File: config.mk
export PLATFORM = sky130hd
export DESIGN_NAME = dsds_top
export DESIGN_NICKNAME = d
export VERILOG_FILES = /design/src/hdl/dsds_pkg.sv /design/src/hdl/dsds_rx.sv /design/src/hdl/dsds_top.sv
export SDC_FILE = /design/constraint.sdc
export NUM_CORES = 1
export LEC_CHECK = 0
export ABC_CLOCK_PERIOD_IN_PS = 6680
export CORE_MARGIN = 8
export CORE_UTILIZATION = 60
export CTS_CLUSTER_DIAMETER = 120
export DETAILED_ROUTE_END_ITERATION = 7
export DONT_BUFFER_PORTS = 1
export PLACE_DENSITY = 0.76
export SLEW_MARGIN = 15
export SYNTH_ARGS = -nofsm -noshare
export SYNTH_HDL_FRONTEND = slang
export SYNTH_SLANG_ARGS = --single-unit
File: constraint.sdc
create_clock -name clk_sys -period 6.68 [get_ports clk_sys]
set_input_delay 1.336 -clock clk_sys [delete_from_list [all_inputs] [get_ports clk_sys]]
set_output_delay 1.336 -clock clk_sys [all_outputs]
set_load 0.1 [all_outputs]
File: src/hdl/dsds_pkg.sv
// Purpose: Constants and types of the debug serial data/status block
// Assumes: 100 MHz clk_sys, APB with 32-bit data
// Notes: Register offsets are word indices; byte address is index * 4
package dsds_pkg;

    localparam int CLK_HZ = 100_000_000;
    localparam int BAUD_BPS = 115200;
    localparam int OVS = 16;
    localparam logic [3:0] OVS_LAST = 4'(OVS - 1);
    localparam logic [3:0] OVS_MID = 4'(OVS / 2 - 1);
    localparam logic [15:0] DIV_DEF = 16'(CLK_HZ / (BAUD_BPS * OVS));

    // Word indices of the registers
    localparam logic [31:0] IDX_RX_WIDE = 32'h0b0001a8;
    localparam logic [31:0] IDX_RX_NARROW = 32'h0b0001aa;
    localparam logic [31:0] IDX_TX_WIDE = 32'h0b0001ac;
    localparam logic [31:0] IDX_TX_NARROW = 32'h0b0001ae;
    localparam logic [31:0] IDX_STATUS = 32'h0b0001b0;
    localparam logic [31:0] IDX_MODE = 32'h0b0001c0;
    localparam logic [31:0] IDX_BAUD = 32'h0b0001c1;
    localparam logic [31:0] IDX_IRQ_STAT = 32'h0b0001c2;
    localparam logic [31:0] IDX_IRQ_CLR = 32'h0b0001c3;
    localparam logic [31:0] IDX_IRQ_EN = 32'h0b0001c4;

    // Status, mode and interrupt field positions, and reset values
    localparam int ST_TIP = 7;
    localparam int ST_PE = 2;
    localparam int ST_FE = 1;
    localparam int ST_OVE = 0;
    localparam int MD_NINTH = 8;
    localparam int MD_RXE = 6;
    localparam int MD_PS = 4;
    localparam int MD_CL = 3;
    localparam int MD_SL = 2;
    localparam int IRQ_TX = 0;
    localparam int IRQ_RX = 1;
    localparam int IRQ_ERR = 2;
    localparam logic [8:0] TX_RST = 9'h1ff;
    localparam logic [12:0] LINE_IDLE = 13'h1fff;

    typedef enum logic [1:0] {
        PAR_NONE = 2'b00,
        PAR_ZERO = 2'b01,
        PAR_ODD = 2'b10,
        PAR_EVEN = 2'b11
    } dsds_par_e;

    typedef struct packed {
        logic ninth;
        logic rx_en;
        dsds_par_e parity;
        logic char8;
        logic stop2;
    } dsds_cfg_s;

    typedef struct packed {
        logic [8:0] data;
        logic pe;
        logic fe;
    } dsds_rxres_s;

endpackage

File: src/hdl/dsds_rx.sv
// Purpose: Serial frame receiver with 16x oversampling
// Assumes: tick16 is a one-cycle enable at 16 times the bit rate
// Notes: Unused data bits stay zero; only the first stop bit is checked
`timescale 1ns/100ps
`default_nettype none
module dsds_rx
    import dsds_pkg::*;
(
    input wire logic clk_sys,
    input wire logic rst_n,
    input wire logic tick16,
    input wire dsds_cfg_s cfg,
    input wire logic serial_rx_pin,
    output logic done,
    output dsds_rxres_s res
);

    typedef enum logic [2:0] {
        RX_IDLE = 3'b000,
        RX_START = 3'b001,
        RX_DATA = 3'b010,
        RX_PAR = 3'b011,
        RX_STOP = 3'b100
    } dsds_rxst_e;

    dsds_rxst_e st_r;
    logic sync1_r, sync2_r;
    logic [3:0] ovs_r;
    logic [3:0] bit_r;
    logic done_r;
    dsds_rxres_s res_r;

    // Frame shape decode
    wire logic nine_act = cfg.ninth && (cfg.parity == PAR_NONE);
    wire logic par_on = cfg.parity[1];
    wire logic [3:0] last_bit = nine_act ? 4'd8 : (cfg.char8 ? 4'd7 : 4'd6);
    wire logic smp = tick16 && (ovs_r == OVS_LAST);
    wire logic rxd = sync2_r;

    assign done = done_r;
    assign res = res_r;

    // Two-stage pin synchroniser
    always_ff @(posedge clk_sys or negedge rst_n) begin
        if (!rst_n) begin
            sync1_r <= 1'b1;
            sync2_r <= 1'b1;
        end else begin
            sync1_r <= serial_rx_pin;
            sync2_r <= sync1_r;
        end
    end

    // Receive sequencer
    always_ff @(posedge clk_sys or negedge rst_n) begin
        if (!rst_n) begin
            st_r <= RX_IDLE;
            ovs_r <= 4'h0;
            bit_r <= 4'h0;
            done_r <= 1'b0;
            res_r <= '0;
        end else begin
            done_r <= 1'b0;
            if (!cfg.rx_en) begin
                st_r <= RX_IDLE;
            end else if (tick16) begin
                ovs_r <= ovs_r + 4'h1;
                unique case (st_r)
                    RX_IDLE: begin
                        ovs_r <= 4'h0;
                        if (!rxd) begin
                            st_r <= RX_START;
                        end
                    end
                    RX_START: begin
                        if (ovs_r == OVS_MID) begin
                            ovs_r <= 4'h0;
                            bit_r <= 4'h0;
                            res_r.data <= 9'h000;
                            st_r <= rxd ? RX_IDLE : RX_DATA;
                        end
                    end
                    RX_DATA: begin
                        if (smp) begin
                            res_r.data[bit_r] <= rxd;
                            bit_r <= bit_r + 4'h1;
                            if (bit_r == last_bit) begin
                                st_r <= par_on ? RX_PAR : RX_STOP;
                                res_r.pe <= 1'b0;
                            end
                        end
                    end
                    RX_PAR: begin
                        if (smp) begin
                            res_r.pe <= (^res_r.data) ^ rxd ^ (cfg.parity == PAR_ODD);
                            st_r <= RX_STOP;
                        end
                    end
                    RX_STOP: begin
                        if (smp) begin
                            res_r.fe <= !rxd;
                            done_r <= 1'b1;
                            st_r <= RX_IDLE;
                        end
                    end
                endcase
            end
        end
    end

endmodule
`default_nettype wire

File: src/hdl/dsds_top.sv
// Purpose: Data and status registers of a debug serial port on APB
// Assumes: APB slave with no wait states; one clock domain
// Notes: Transmit writes while busy are dropped; reads latch in setup
`timescale 1ns/100ps
`default_nettype none
module dsds_top
    import dsds_pkg::*;
(
    input wire logic clk_sys,
    input wire logic rst_n,
    input wire logic psel,
    input wire logic penable,
    input wire logic pwrite,
    input wire logic [31:0] paddr,
    input wire logic [31:0] pwdata,
    output logic [31:0] prdata,
    output logic pready,
    output logic pslverr,
    input wire logic serial_rx_pin,
    output logic serial_tx_pin,
    output logic irq
);

    ////////////////////////////////////////////////////////////////////
    // Declarations

    dsds_cfg_s cfg_r;
    logic [15:0] baud_r;
    logic [15:0] div_r;
    logic tick16;
    logic [8:0] rx_buf_r;
    logic rx_full_r;
    logic pe_r, fe_r, ove_r;
    logic [8:0] tx_word_r;
    logic tx_busy_r;
    logic [12:0] tx_shift_r;
    logic [3:0] tx_left_r;
    logic [3:0] tx_ovs_r;
    logic [2:0] irq_stat_r;
    logic [2:0] irq_en_r;
    logic [31:0] prdata_r;
    logic rx_done;
    dsds_rxres_s rx_res;
    logic [12:0] tx_frame;
    logic [3:0] tx_len;

    ////////////////////////////////////////////////////////////////////
    // APB decode

    wire logic setup = psel && !penable;
    wire logic access = psel && penable;
    wire logic wr = access && pwrite;
    wire logic rd_setup = setup && !pwrite;

    wire logic hit_rw = paddr == (IDX_RX_WIDE << 2);
    wire logic hit_rn = paddr == (IDX_RX_NARROW << 2);
    wire logic hit_tw = paddr == (IDX_TX_WIDE << 2);
    wire logic hit_tn = paddr == (IDX_TX_NARROW << 2);
    wire logic hit_st = paddr == (IDX_STATUS << 2);
    wire logic hit_md = paddr == (IDX_MODE << 2);
    wire logic hit_bd = paddr == (IDX_BAUD << 2);
    wire logic hit_is = paddr == (IDX_IRQ_STAT << 2);
    wire logic hit_ic = paddr == (IDX_IRQ_CLR << 2);
    wire logic hit_ie = paddr == (IDX_IRQ_EN << 2);
    wire logic mapped = hit_rw || hit_rn || hit_tw || hit_tn || hit_st
        || hit_md || hit_bd || hit_is || hit_ic || hit_ie;

    // Zero wait states; unmapped addresses answer with an error
    assign pready = 1'b1;
    assign pslverr = access && !mapped;
    assign prdata = prdata_r;

    ////////////////////////////////////////////////////////////////////
    // Mode and derived frame shape

    wire logic nine_act = cfg_r.ninth && (cfg_r.parity == PAR_NONE);
    wire logic par_tx = cfg_r.parity != PAR_NONE;
    wire logic [3:0] n_bits = nine_act ? 4'd9 : (cfg_r.char8 ? 4'd8 : 4'd7);

    // Transmit write strobes, accepted only while idle
    wire logic wr_tw = wr && hit_tw;
    wire logic wr_tn = wr && hit_tn;
    wire logic tx_load = (wr_tw || wr_tn) && !tx_busy_r;
    wire logic [8:0] tx_src = wr_tw ? pwdata[8:0] : {1'b0, pwdata[7:0]};
    wire logic [7:0] tx_par_src = tx_src[7:0] & {cfg_r.char8, 7'h7f}; // Unsent bit 7 kept out

    // Receive-side events and transmit bit/frame end events
    wire logic rd_rx = rd_setup && (hit_rw || hit_rn);
    wire logic ove_ev = rx_done && rx_full_r && !rd_rx;
    wire logic err_ev = rx_done && cfg_r.rx_en && (rx_res.pe || rx_res.fe || ove_ev);
    wire logic rx_ev = rx_done && cfg_r.rx_en;
    wire logic tx_bit_end = tick16 && (tx_ovs_r == OVS_LAST);
    wire logic tx_ev = tx_busy_r && tx_bit_end && (tx_left_r == 4'h1);

    // Interrupt status with set winning over clear
    wire logic [2:0] irq_set = {err_ev, rx_ev, tx_ev};
    wire logic [2:0] irq_clr = (wr && hit_ic) ? pwdata[2:0] : 3'b000;
    wire logic [2:0] irq_stat_nxt = (irq_stat_r & ~irq_clr) | irq_set;

    assign irq = |(irq_stat_r & irq_en_r);

    ////////////////////////////////////////////////////////////////////
    // Read data views

    wire logic [15:0] v_rx_wide = {7'h00, rx_buf_r};
    wire logic [15:0] v_rx_narrow = {8'h00, rx_buf_r[7:0]};
    wire logic [15:0] v_tx_wide = {7'h00, tx_word_r};
    wire logic [15:0] v_tx_narrow = {8'h00, tx_word_r[7:0]};
    wire logic [15:0] v_status = {8'h00, tx_busy_r, 4'h0, pe_r, fe_r, ove_r};
    wire logic [15:0] v_mode = {7'h00, cfg_r.ninth, 1'b0, cfg_r.rx_en,
        cfg_r.parity, cfg_r.char8, cfg_r.stop2, 2'b00};

    wire logic [15:0] rd_mux =
        hit_rw ? v_rx_wide :
        hit_rn ? v_rx_narrow :
        hit_tw ? v_tx_wide :
        hit_tn ? v_tx_narrow :
        hit_st ? v_status :
        hit_md ? v_mode :
        hit_bd ? baud_r :
        hit_is ? {13'h0000, irq_stat_r} :
        hit_ie ? {13'h0000, irq_en_r} :
        16'h0000;

    ////////////////////////////////////////////////////////////////////
    // Transmit frame build: start, data, parity, stop bits, LSB first

    always_comb begin
        tx_frame = LINE_IDLE;
        tx_frame[0] = 1'b0;
        for (int i = 0; i < 9; i++) begin
            if (4'(i) < n_bits) begin
                tx_frame[i + 1] = tx_src[i];
            end
        end
        if (par_tx) begin
            tx_frame[n_bits + 4'h1] = (cfg_r.parity == PAR_EVEN) ? ^tx_par_src
                : (cfg_r.parity == PAR_ODD) ? ~^tx_par_src : 1'b0;
        end
        tx_len = 4'h2 + n_bits + {3'b000, par_tx} + {3'b000, cfg_r.stop2};
    end

    ////////////////////////////////////////////////////////////////////
    // Oversampling divider

    always_ff @(posedge clk_sys or negedge rst_n) begin
        if (!rst_n) begin
            div_r <= 16'h0000;
            tick16 <= 1'b0;
        end else if ({1'b0, div_r} + 17'h00001 >= {1'b0, baud_r}) begin
            div_r <= 16'h0000;
            tick16 <= 1'b1;
        end else begin
            div_r <= div_r + 16'h0001;
            tick16 <= 1'b0;
        end
    end

    ////////////////////////////////////////////////////////////////////
    // Receiver

    dsds_rx u_rx (
        .clk_sys(clk_sys),
        .rst_n(rst_n),
        .tick16(tick16),
        .cfg(cfg_r),
        .serial_rx_pin(serial_rx_pin),
        .done(rx_done),
        .res(rx_res)
    );

    ////////////////////////////////////////////////////////////////////
    // Software-written control registers

    always_ff @(posedge clk_sys or negedge rst_n) begin
        if (!rst_n) begin
            cfg_r <= '0;
            baud_r <= DIV_DEF;
            irq_en_r <= 3'b000;
        end else if (wr) begin
            if (hit_md) begin
                cfg_r.ninth <= pwdata[MD_NINTH];
                cfg_r.rx_en <= pwdata[MD_RXE];
                cfg_r.parity <= dsds_par_e'(pwdata[MD_PS +: 2]);
                cfg_r.char8 <= pwdata[MD_CL];
                cfg_r.stop2 <= pwdata[MD_SL];
            end
            if (hit_bd) begin
                baud_r <= pwdata[15:0];
            end
            if (hit_ie) begin
                irq_en_r <= pwdata[2:0];
            end
        end
    end

    ////////////////////////////////////////////////////////////////////
    // Receive buffer and error status

    always_ff @(posedge clk_sys or negedge rst_n) begin
        if (!rst_n) begin
            rx_buf_r <= 9'h000;
            rx_full_r <= 1'b0;
            pe_r <= 1'b0;
            fe_r <= 1'b0;
            ove_r <= 1'b0;
        end else if (rx_done) begin
            rx_buf_r <= rx_res.data;
            rx_full_r <= 1'b1;
            pe_r <= rx_res.pe;
            fe_r <= rx_res.fe;
            ove_r <= ove_ev;
        end else if (rd_rx) begin
            rx_full_r <= 1'b0;
        end
    end

    ////////////////////////////////////////////////////////////////////
    // Transmitter

    always_ff @(posedge clk_sys or negedge rst_n) begin
        if (!rst_n) begin
            tx_word_r <= TX_RST;
            tx_busy_r <= 1'b0;
            tx_shift_r <= LINE_IDLE;
            tx_left_r <= 4'h0;
            tx_ovs_r <= 4'h0;
        end else if (tx_load) begin
            tx_word_r <= wr_tw ? pwdata[8:0] : {tx_word_r[8], pwdata[7:0]};
            tx_busy_r <= 1'b1;
            tx_shift_r <= tx_frame;
            tx_left_r <= tx_len;
            tx_ovs_r <= 4'h0;
        end else if (tx_busy_r && tick16) begin
            tx_ovs_r <= tx_ovs_r + 4'h1;
            if (tx_bit_end) begin
                tx_shift_r <= {1'b1, tx_shift_r[12:1]};
                tx_left_r <= tx_left_r - 4'h1;
                if (tx_left_r == 4'h1) begin
                    tx_busy_r <= 1'b0;
                end
            end
        end
    end

    assign serial_tx_pin = tx_shift_r[0];

    ////////////////////////////////////////////////////////////////////
    // Interrupt status and read data register

    always_ff @(posedge clk_sys or negedge rst_n) begin
        if (!rst_n) begin
            irq_stat_r <= 3'b000;
            prdata_r <= 32'h0000_0000;
        end else begin
            irq_stat_r <= irq_stat_nxt;
            if (rd_setup) begin
                prdata_r <= {16'h0000, rd_mux};
            end
        end
    end
endmodule
`default_nettype wire

Yosys cells after proc, flatten, opt, wreduce, memory -nomap -nowiden --
Index checks and enable logic that the tools add are counted.
Word-level totals: register bits 130, output and inout bits 36, word-level logic and storage cells 233
Operators by class: add/subtract/negate cells 10, $lt $le $gt $ge 14, equal/unequal tests 32, mux-type cells 75, bitwise gates (word level) 7, reduce and logical (&&, ||, !) cells 64
Operators by type and width (number):
- $eq 32x30->1 const B | 10
- $mux 16 | 8
- $mux 13 | 4
- $mux 4 | 11
- $mux 3 | 12
- $mux 1 | 27
- $logic_and 1x1->1 | 22
- $mux 9 | 2
- $pmux 9 s2 | 1
- $add 16x1->17 const B | 1
- $ge 17x16->1 | 1
- $add 16x1->16 const B | 1
- $add 4x1->4 const B | 4
- $lt 3x4->1 const A | 4
- $pmux 4 s2 | 2
- $ne 3x2->1 const B | 5
- $pmux 3 s5 | 1
- $reduce_bool 2->1 | 7
- $bwmux 13 | 1
- $logic_or 1x1->1 | 12
- $reduce_and 2->1 | 6
- $lt 4x5->1 const B | 2
- $mux 10 | 1
- $ne 2x1->1 const B | 5
- other kinds (37) | 52

Depth between registers and ports, before layout --
depth in word-level cells 12, gate-level depth with buffers 13

Modules after synthesis --
A second synthesis with hierarchy kept.
Unflattened totals: cell total of the unflattened synthesis 738, area total of the unflattened synthesis 7148.1 µm²
Modules (own cells, without submodules):
- dsds_top | instances 1, cells each 573, area an instance 5636.7 µm²
- dsds_rx | instances 1, cells each 165, area an instance 1511.4 µm²

Worst setup path after synthesis --
Ideal clock, no wire load.
path kind input to output, from in paddr[2], to out pslverr, data arrival time 3.425 ns, required time 5.344 ns, setup slack 1.919 ns, stages 6, buffers on the path 2, path through clkbuf_1 nor2_1 or4b_4 buf_6 o211ai_1 nor2_1
On the way: cells in the longest elaborated chain, start to end 12
Ends and longest elaborated chain:
- start, declared | RTL line dsds_top.sv:14 | input wire logic [31:0] paddr,
- $eq 32x30->1, on equally long branches | RTL line dsds_top.sv:55, dsds_top.sv:56
- $logic_or 1x1->1 (4 in a row) | RTL line dsds_top.sv:65 | wire logic mapped = hit_rw || hit_rn || hit_tw || hit_tn || hit_st
- $logic_or 1x1->1 (4 in a row) | RTL line dsds_top.sv:66 | || hit_md || hit_bd || hit_is || hit_ic || hit_ie;
- $logic_or 1x1->1 * | RTL line dsds_top.sv:66
- $logic_not 1->1 * | RTL line dsds_top.sv:70 | assign pslverr = access && !mapped;
- $logic_and 1x1->1 * | RTL line dsds_top.sv:70
- end, declared | RTL line dsds_top.sv:18 | output logic pslverr,
Every way passes the cells marked *; elsewhere a longest branch is shown, timed or not.

Worst setup path in the final report --
from in paddr[26], to out pslverr
Same word-level chain as after synthesis.

==> flow_summary.yaml <==
finish:
  diode_count: 0
  post_route_cells_drive_above_1_share_pct: 13.2
  finish.instance_area_um2: 7870
  fillers: 921
  area_growth_pct: 8.78
  layout.cells.most_common: "sky130_fd_sc_hd__dfrtp_1"
  final_cell_mix: "102 x sky130_fd_sc_hd__dfrtp_1, 90 x sky130_fd_sc_hd__nand2_1, 46 x sky130_fd_sc_hd__o21ai_0, 45 x sky130_fd_sc_hd__nor2_1, 39 x sky130_fd_sc_hd__nand3_1"
  nets: 835
synth:
  synth.distinct_cells: 66
  synthesis_warnings: 0
  mappedNetlistArea_um2: 7240
  synth_sequential_area_ratio_pct: 45.4
  yosys-mux-area-fraction_pct: 5.95
  gate_count_of_the_mapped_netlist: 752
  count_of_flip_flops_with_a_built_in_enable_after_synthesis: 0
  synthSimpleGateAreaFrac_pct: 20.3
  synthFlopType: "sky130_fd_sc_hd__dfrtp_1"
  syn_avg_cell_area_um2: 9.63
  synthArstFlopShare_pct: 100
  combinational_family_with_the_most_area_after_synthesis: "simple AND/OR/NAND/NOR gates"
  synthAdderAreaFrac_pct: 4.77
  ys_ff_latch: 130
  post_synth_xor_area_fraction_pct: 5.03
  synth_compound_gate_area_share_pct: 12.8
grt:
  grt_most_used_layer: "met2"
  grt_usage_pct: 23.4
  first_global_vias: 5613
  largest_net_degree_at_the_start_of_global_routing: 131
  globalRouteMet3Util_pct: 7.97
  grt_first_pass_wirelength_um: 29100
  grt_util_met2_pct: 38.2
  global_route.overflow_total: 0
  grt_antenna_before_repair: 0
  grt_util_met1_pct: 26.8
route:
  firstDrtPassIters: 5
  vias_per_cell: 6.18
  wirelength_um: 18200
  vias: 5548
  drc_violation_total_after_the_first_tritonroute_iteration: 515
  route.antenna.remaining_nets: 0
  drc: 0
  wl_per_cell_um: 20.3
setup_path:
  slowest_delay_ns: 0.84
  cp_data_arrival_time_ns: 3.00
  type_of_destination_of_the_critical_path: "output port"
  cp_slowest_cell: "sky130_fd_sc_hd__nor2_2"
  timing.critical_path.required_ns: 5.34
  cp_max_fo: 13
  worst_setup_path_type: "input port to output port"
  cell_chain_of_the_critical_path: "nor4b_2 -> nand3_1 -> or4b_4 -> o211ai_1 -> nor2_2"
  crit_path_start_kind: "input port"
  worst_r2r_startpoint: "div_r[0]$_DFF_PN0_"
  crit_start: "paddr[26]"
clock_network:
  clock_tree.root_cell: "sky130_fd_sc_hd__clkbuf_16"
  clk_path_buf_depth: 2
  postCtsSetupBuffers: 0
  cts.htree.levels: 4
  tritoncts.num_buffers: 17
  cts_tree: "built"
  post_cts_resize_count: 0
  postCtsHoldBufs: 0
  clk_pin_slew_worst_paths_ns: 0.06
  clock-sinks: 130
  clock_latency_ns: 0.43
floorplanning:
  core_area_um2: 11900
  chipWidth_um: 126
  floorplan.io_pins: 106
  die_height_um: 126
  die_area_um2: 15800
  num_rows: 40
  floorplan.initialDensity_pct: 60.8
placed_design:
  place_worst_setup_slack_ns: 2.35
  placed_area_um2: 7230
  detailedPlacementHpwl_um: 13200
  placement.io_buffers: 0
  gp_routability_congestion: 0.869
timing:
  max_slew_margin_pct: 28.9
  layout_worst_path_cycle_share_pct: 65.0
  grt_setup_unrepaired: "false"
  fmax_mhz: 230
  setup_tns_ns: 0
  holdWs_ns: 0.359
  finalSetupViolCount: 0
  final.setup_skew_ns: 0.00665
  post_layout_min_period_ns: 4.34
  worst_slew_pin_slew_ns: 1.07
  finalWorstSetupSlack_ns: 2.34
  drv_slew: 0
  timing_hold_violations_final: 0
hold_path:
  hold_removal_path_class: "flip-flop to flip-flop"
  hp-start: "u_rx.sync1_r$_DFF_PN1_"
run_status:
  outcome: "complete, no violations"
power:
  vdd_ir_drop_max_uv: 188
  pd_cells_nw_per_um2: 243
  leakage_uw: 0.00368
flow_run:
  max-cap-violations: 0
[metrics by stage]
stage               power (uW)  std cells  util, %
finish                    1910        898     66.1
floorplan                  937        767        -
CTS                       1930        898     66.0
detailed placement         936        866     60.7
global placement           935        866     60.7
global route              1960        898     66.1
[state kept, by name, indices dropped and copies added, names as in the netlist, 6 cells and up]
register and cells:
baud_r 16, div_r 16, prdata 16, tx_shift_r 13
u_rx.res 11, rx_buf_r 9, tx_word_r 9, cfg_r 6
[report_power, final]
| part | switching (uW) | total (uW) | internal, uW | leakage, uW |
|---|---|---|---|---|
| combinational | 63.5 | 81.0 | 17.5 | 0.00179 |
| sequential | 49.4 | 844 | 794 | 0.00158 |
| clock | 361 | 988 | 627 | 0.000304 |
| total | 474 | 1910 | 1440 | 0.00368 |
[Yosys cell counts, types with 4 or more instances]
cell	count	share of area, %
sky130_fd_sc_hd__buf_2	4	0.28
sky130_fd_sc_hd__o211ai_1	4	0.41
sky130_fd_sc_hd__mux2_2	22	3.4
sky130_fd_sc_hd__a22o_1	8	0.97
sky130_fd_sc_hd__nor3b_1	5	0.52
sky130_fd_sc_hd__xor2_1	14	1.7
sky130_fd_sc_hd__xnor2_1	25	3.0
sky130_fd_sc_hd__a21o_1	13	1.3
sky130_fd_sc_hd__nand2b_1	6	0.52
sky130_fd_sc_hd__nor4_1	4	0.35
sky130_fd_sc_hd__or4_1	5	0.52
sky130_fd_sc_hd__nand4_1	11	0.95
sky130_fd_sc_hd__a21oi_1	33	2.3
sky130_fd_sc_hd__inv_1	38	2.0
sky130_fd_sc_hd__nor4b_1	5	0.60
sky130_fd_sc_hd__ha_1	26	4.5
sky130_fd_sc_hd__a31oi_1	9	0.78
sky130_fd_sc_hd__and4_1	4	0.48
sky130_fd_sc_hd__nor3_1	9	0.62
sky130_fd_sc_hd__dfrtp_1	102	35
sky130_fd_sc_hd__nor2_1	46	2.4
sky130_fd_sc_hd__mux2i_1	16	2.2
sky130_fd_sc_hd__dfstp_2	28	10
sky130_fd_sc_hd__clkbuf_1	26	1.3
sky130_fd_sc_hd__nand3_1	39	2.7
sky130_fd_sc_hd__and3_1	12	1.0
sky130_fd_sc_hd__nand2_1	90	4.7
sky130_fd_sc_hd__o21ai_1	5	0.35
sky130_fd_sc_hd__buf_4	17	1.8
sky130_fd_sc_hd__nor2b_1	21	1.8
sky130_fd_sc_hd__o21ai_0	46	3.2
sky130_fd_sc_hd__o31ai_1	8	0.83
[final timing paths]
kind                                             to  slack (ns)  cells past startpoint
setup / recovery                            pslverr        2.34                      5
hold / removal                   u_rx.rxd$_DFF_PN1_        0.36                      0
setup reg to reg                div_r[13]$_DFF_PN0_        3.66                     12
hold reg to reg                  u_rx.rxd$_DFF_PN1_        0.36                      0
max in group asynchronous     baud_r[1]$_DFFE_PN1P_        5.78                      0
min in group asynchronous  tx_left_r[3]$_DFFE_PN0P_        0.59                      0
[critical path, delay by kind of cell]
family,cells,cell delay (ns)
AO/OA/AOI/OAI,1,0.15
AND/OR/NAND/NOR,4,1.51
[cell families after synthesis]
| group | count (synthesis) |
|---|---|
| flops | 130 |
| compound gates | 147 |
| buf+inv | 88 |
| simple gates | 278 |
| xor+xnor | 40 |
| fa+ha+maj | 27 |
| mux | 40 |
| other cells | 2 |
[routing by layer]
| layer | up-vias | share of wire (%) |
|---|---|---|
| li1 | 2592 | - |
| met1 | 2693 | 41 |
| met2 | 208 | 48 |
| met3 | 55 | 8.0 |
| met4 | 0 | 3.5 |
| met5 | - | 0 |
[area by class of cell]
type	instances	area [um2]	area share, %
multi-input cells	549	3610	45.9
well taps	147	184	2.34
clock inverters	15	206	2.62
clock buffers	17	425	5.40
inverters	38	143	1.81
flip-flops and latches	130	3290	41.8
repair buffers	2	15.0	0.191
Power figures use the tool's default switching activity.
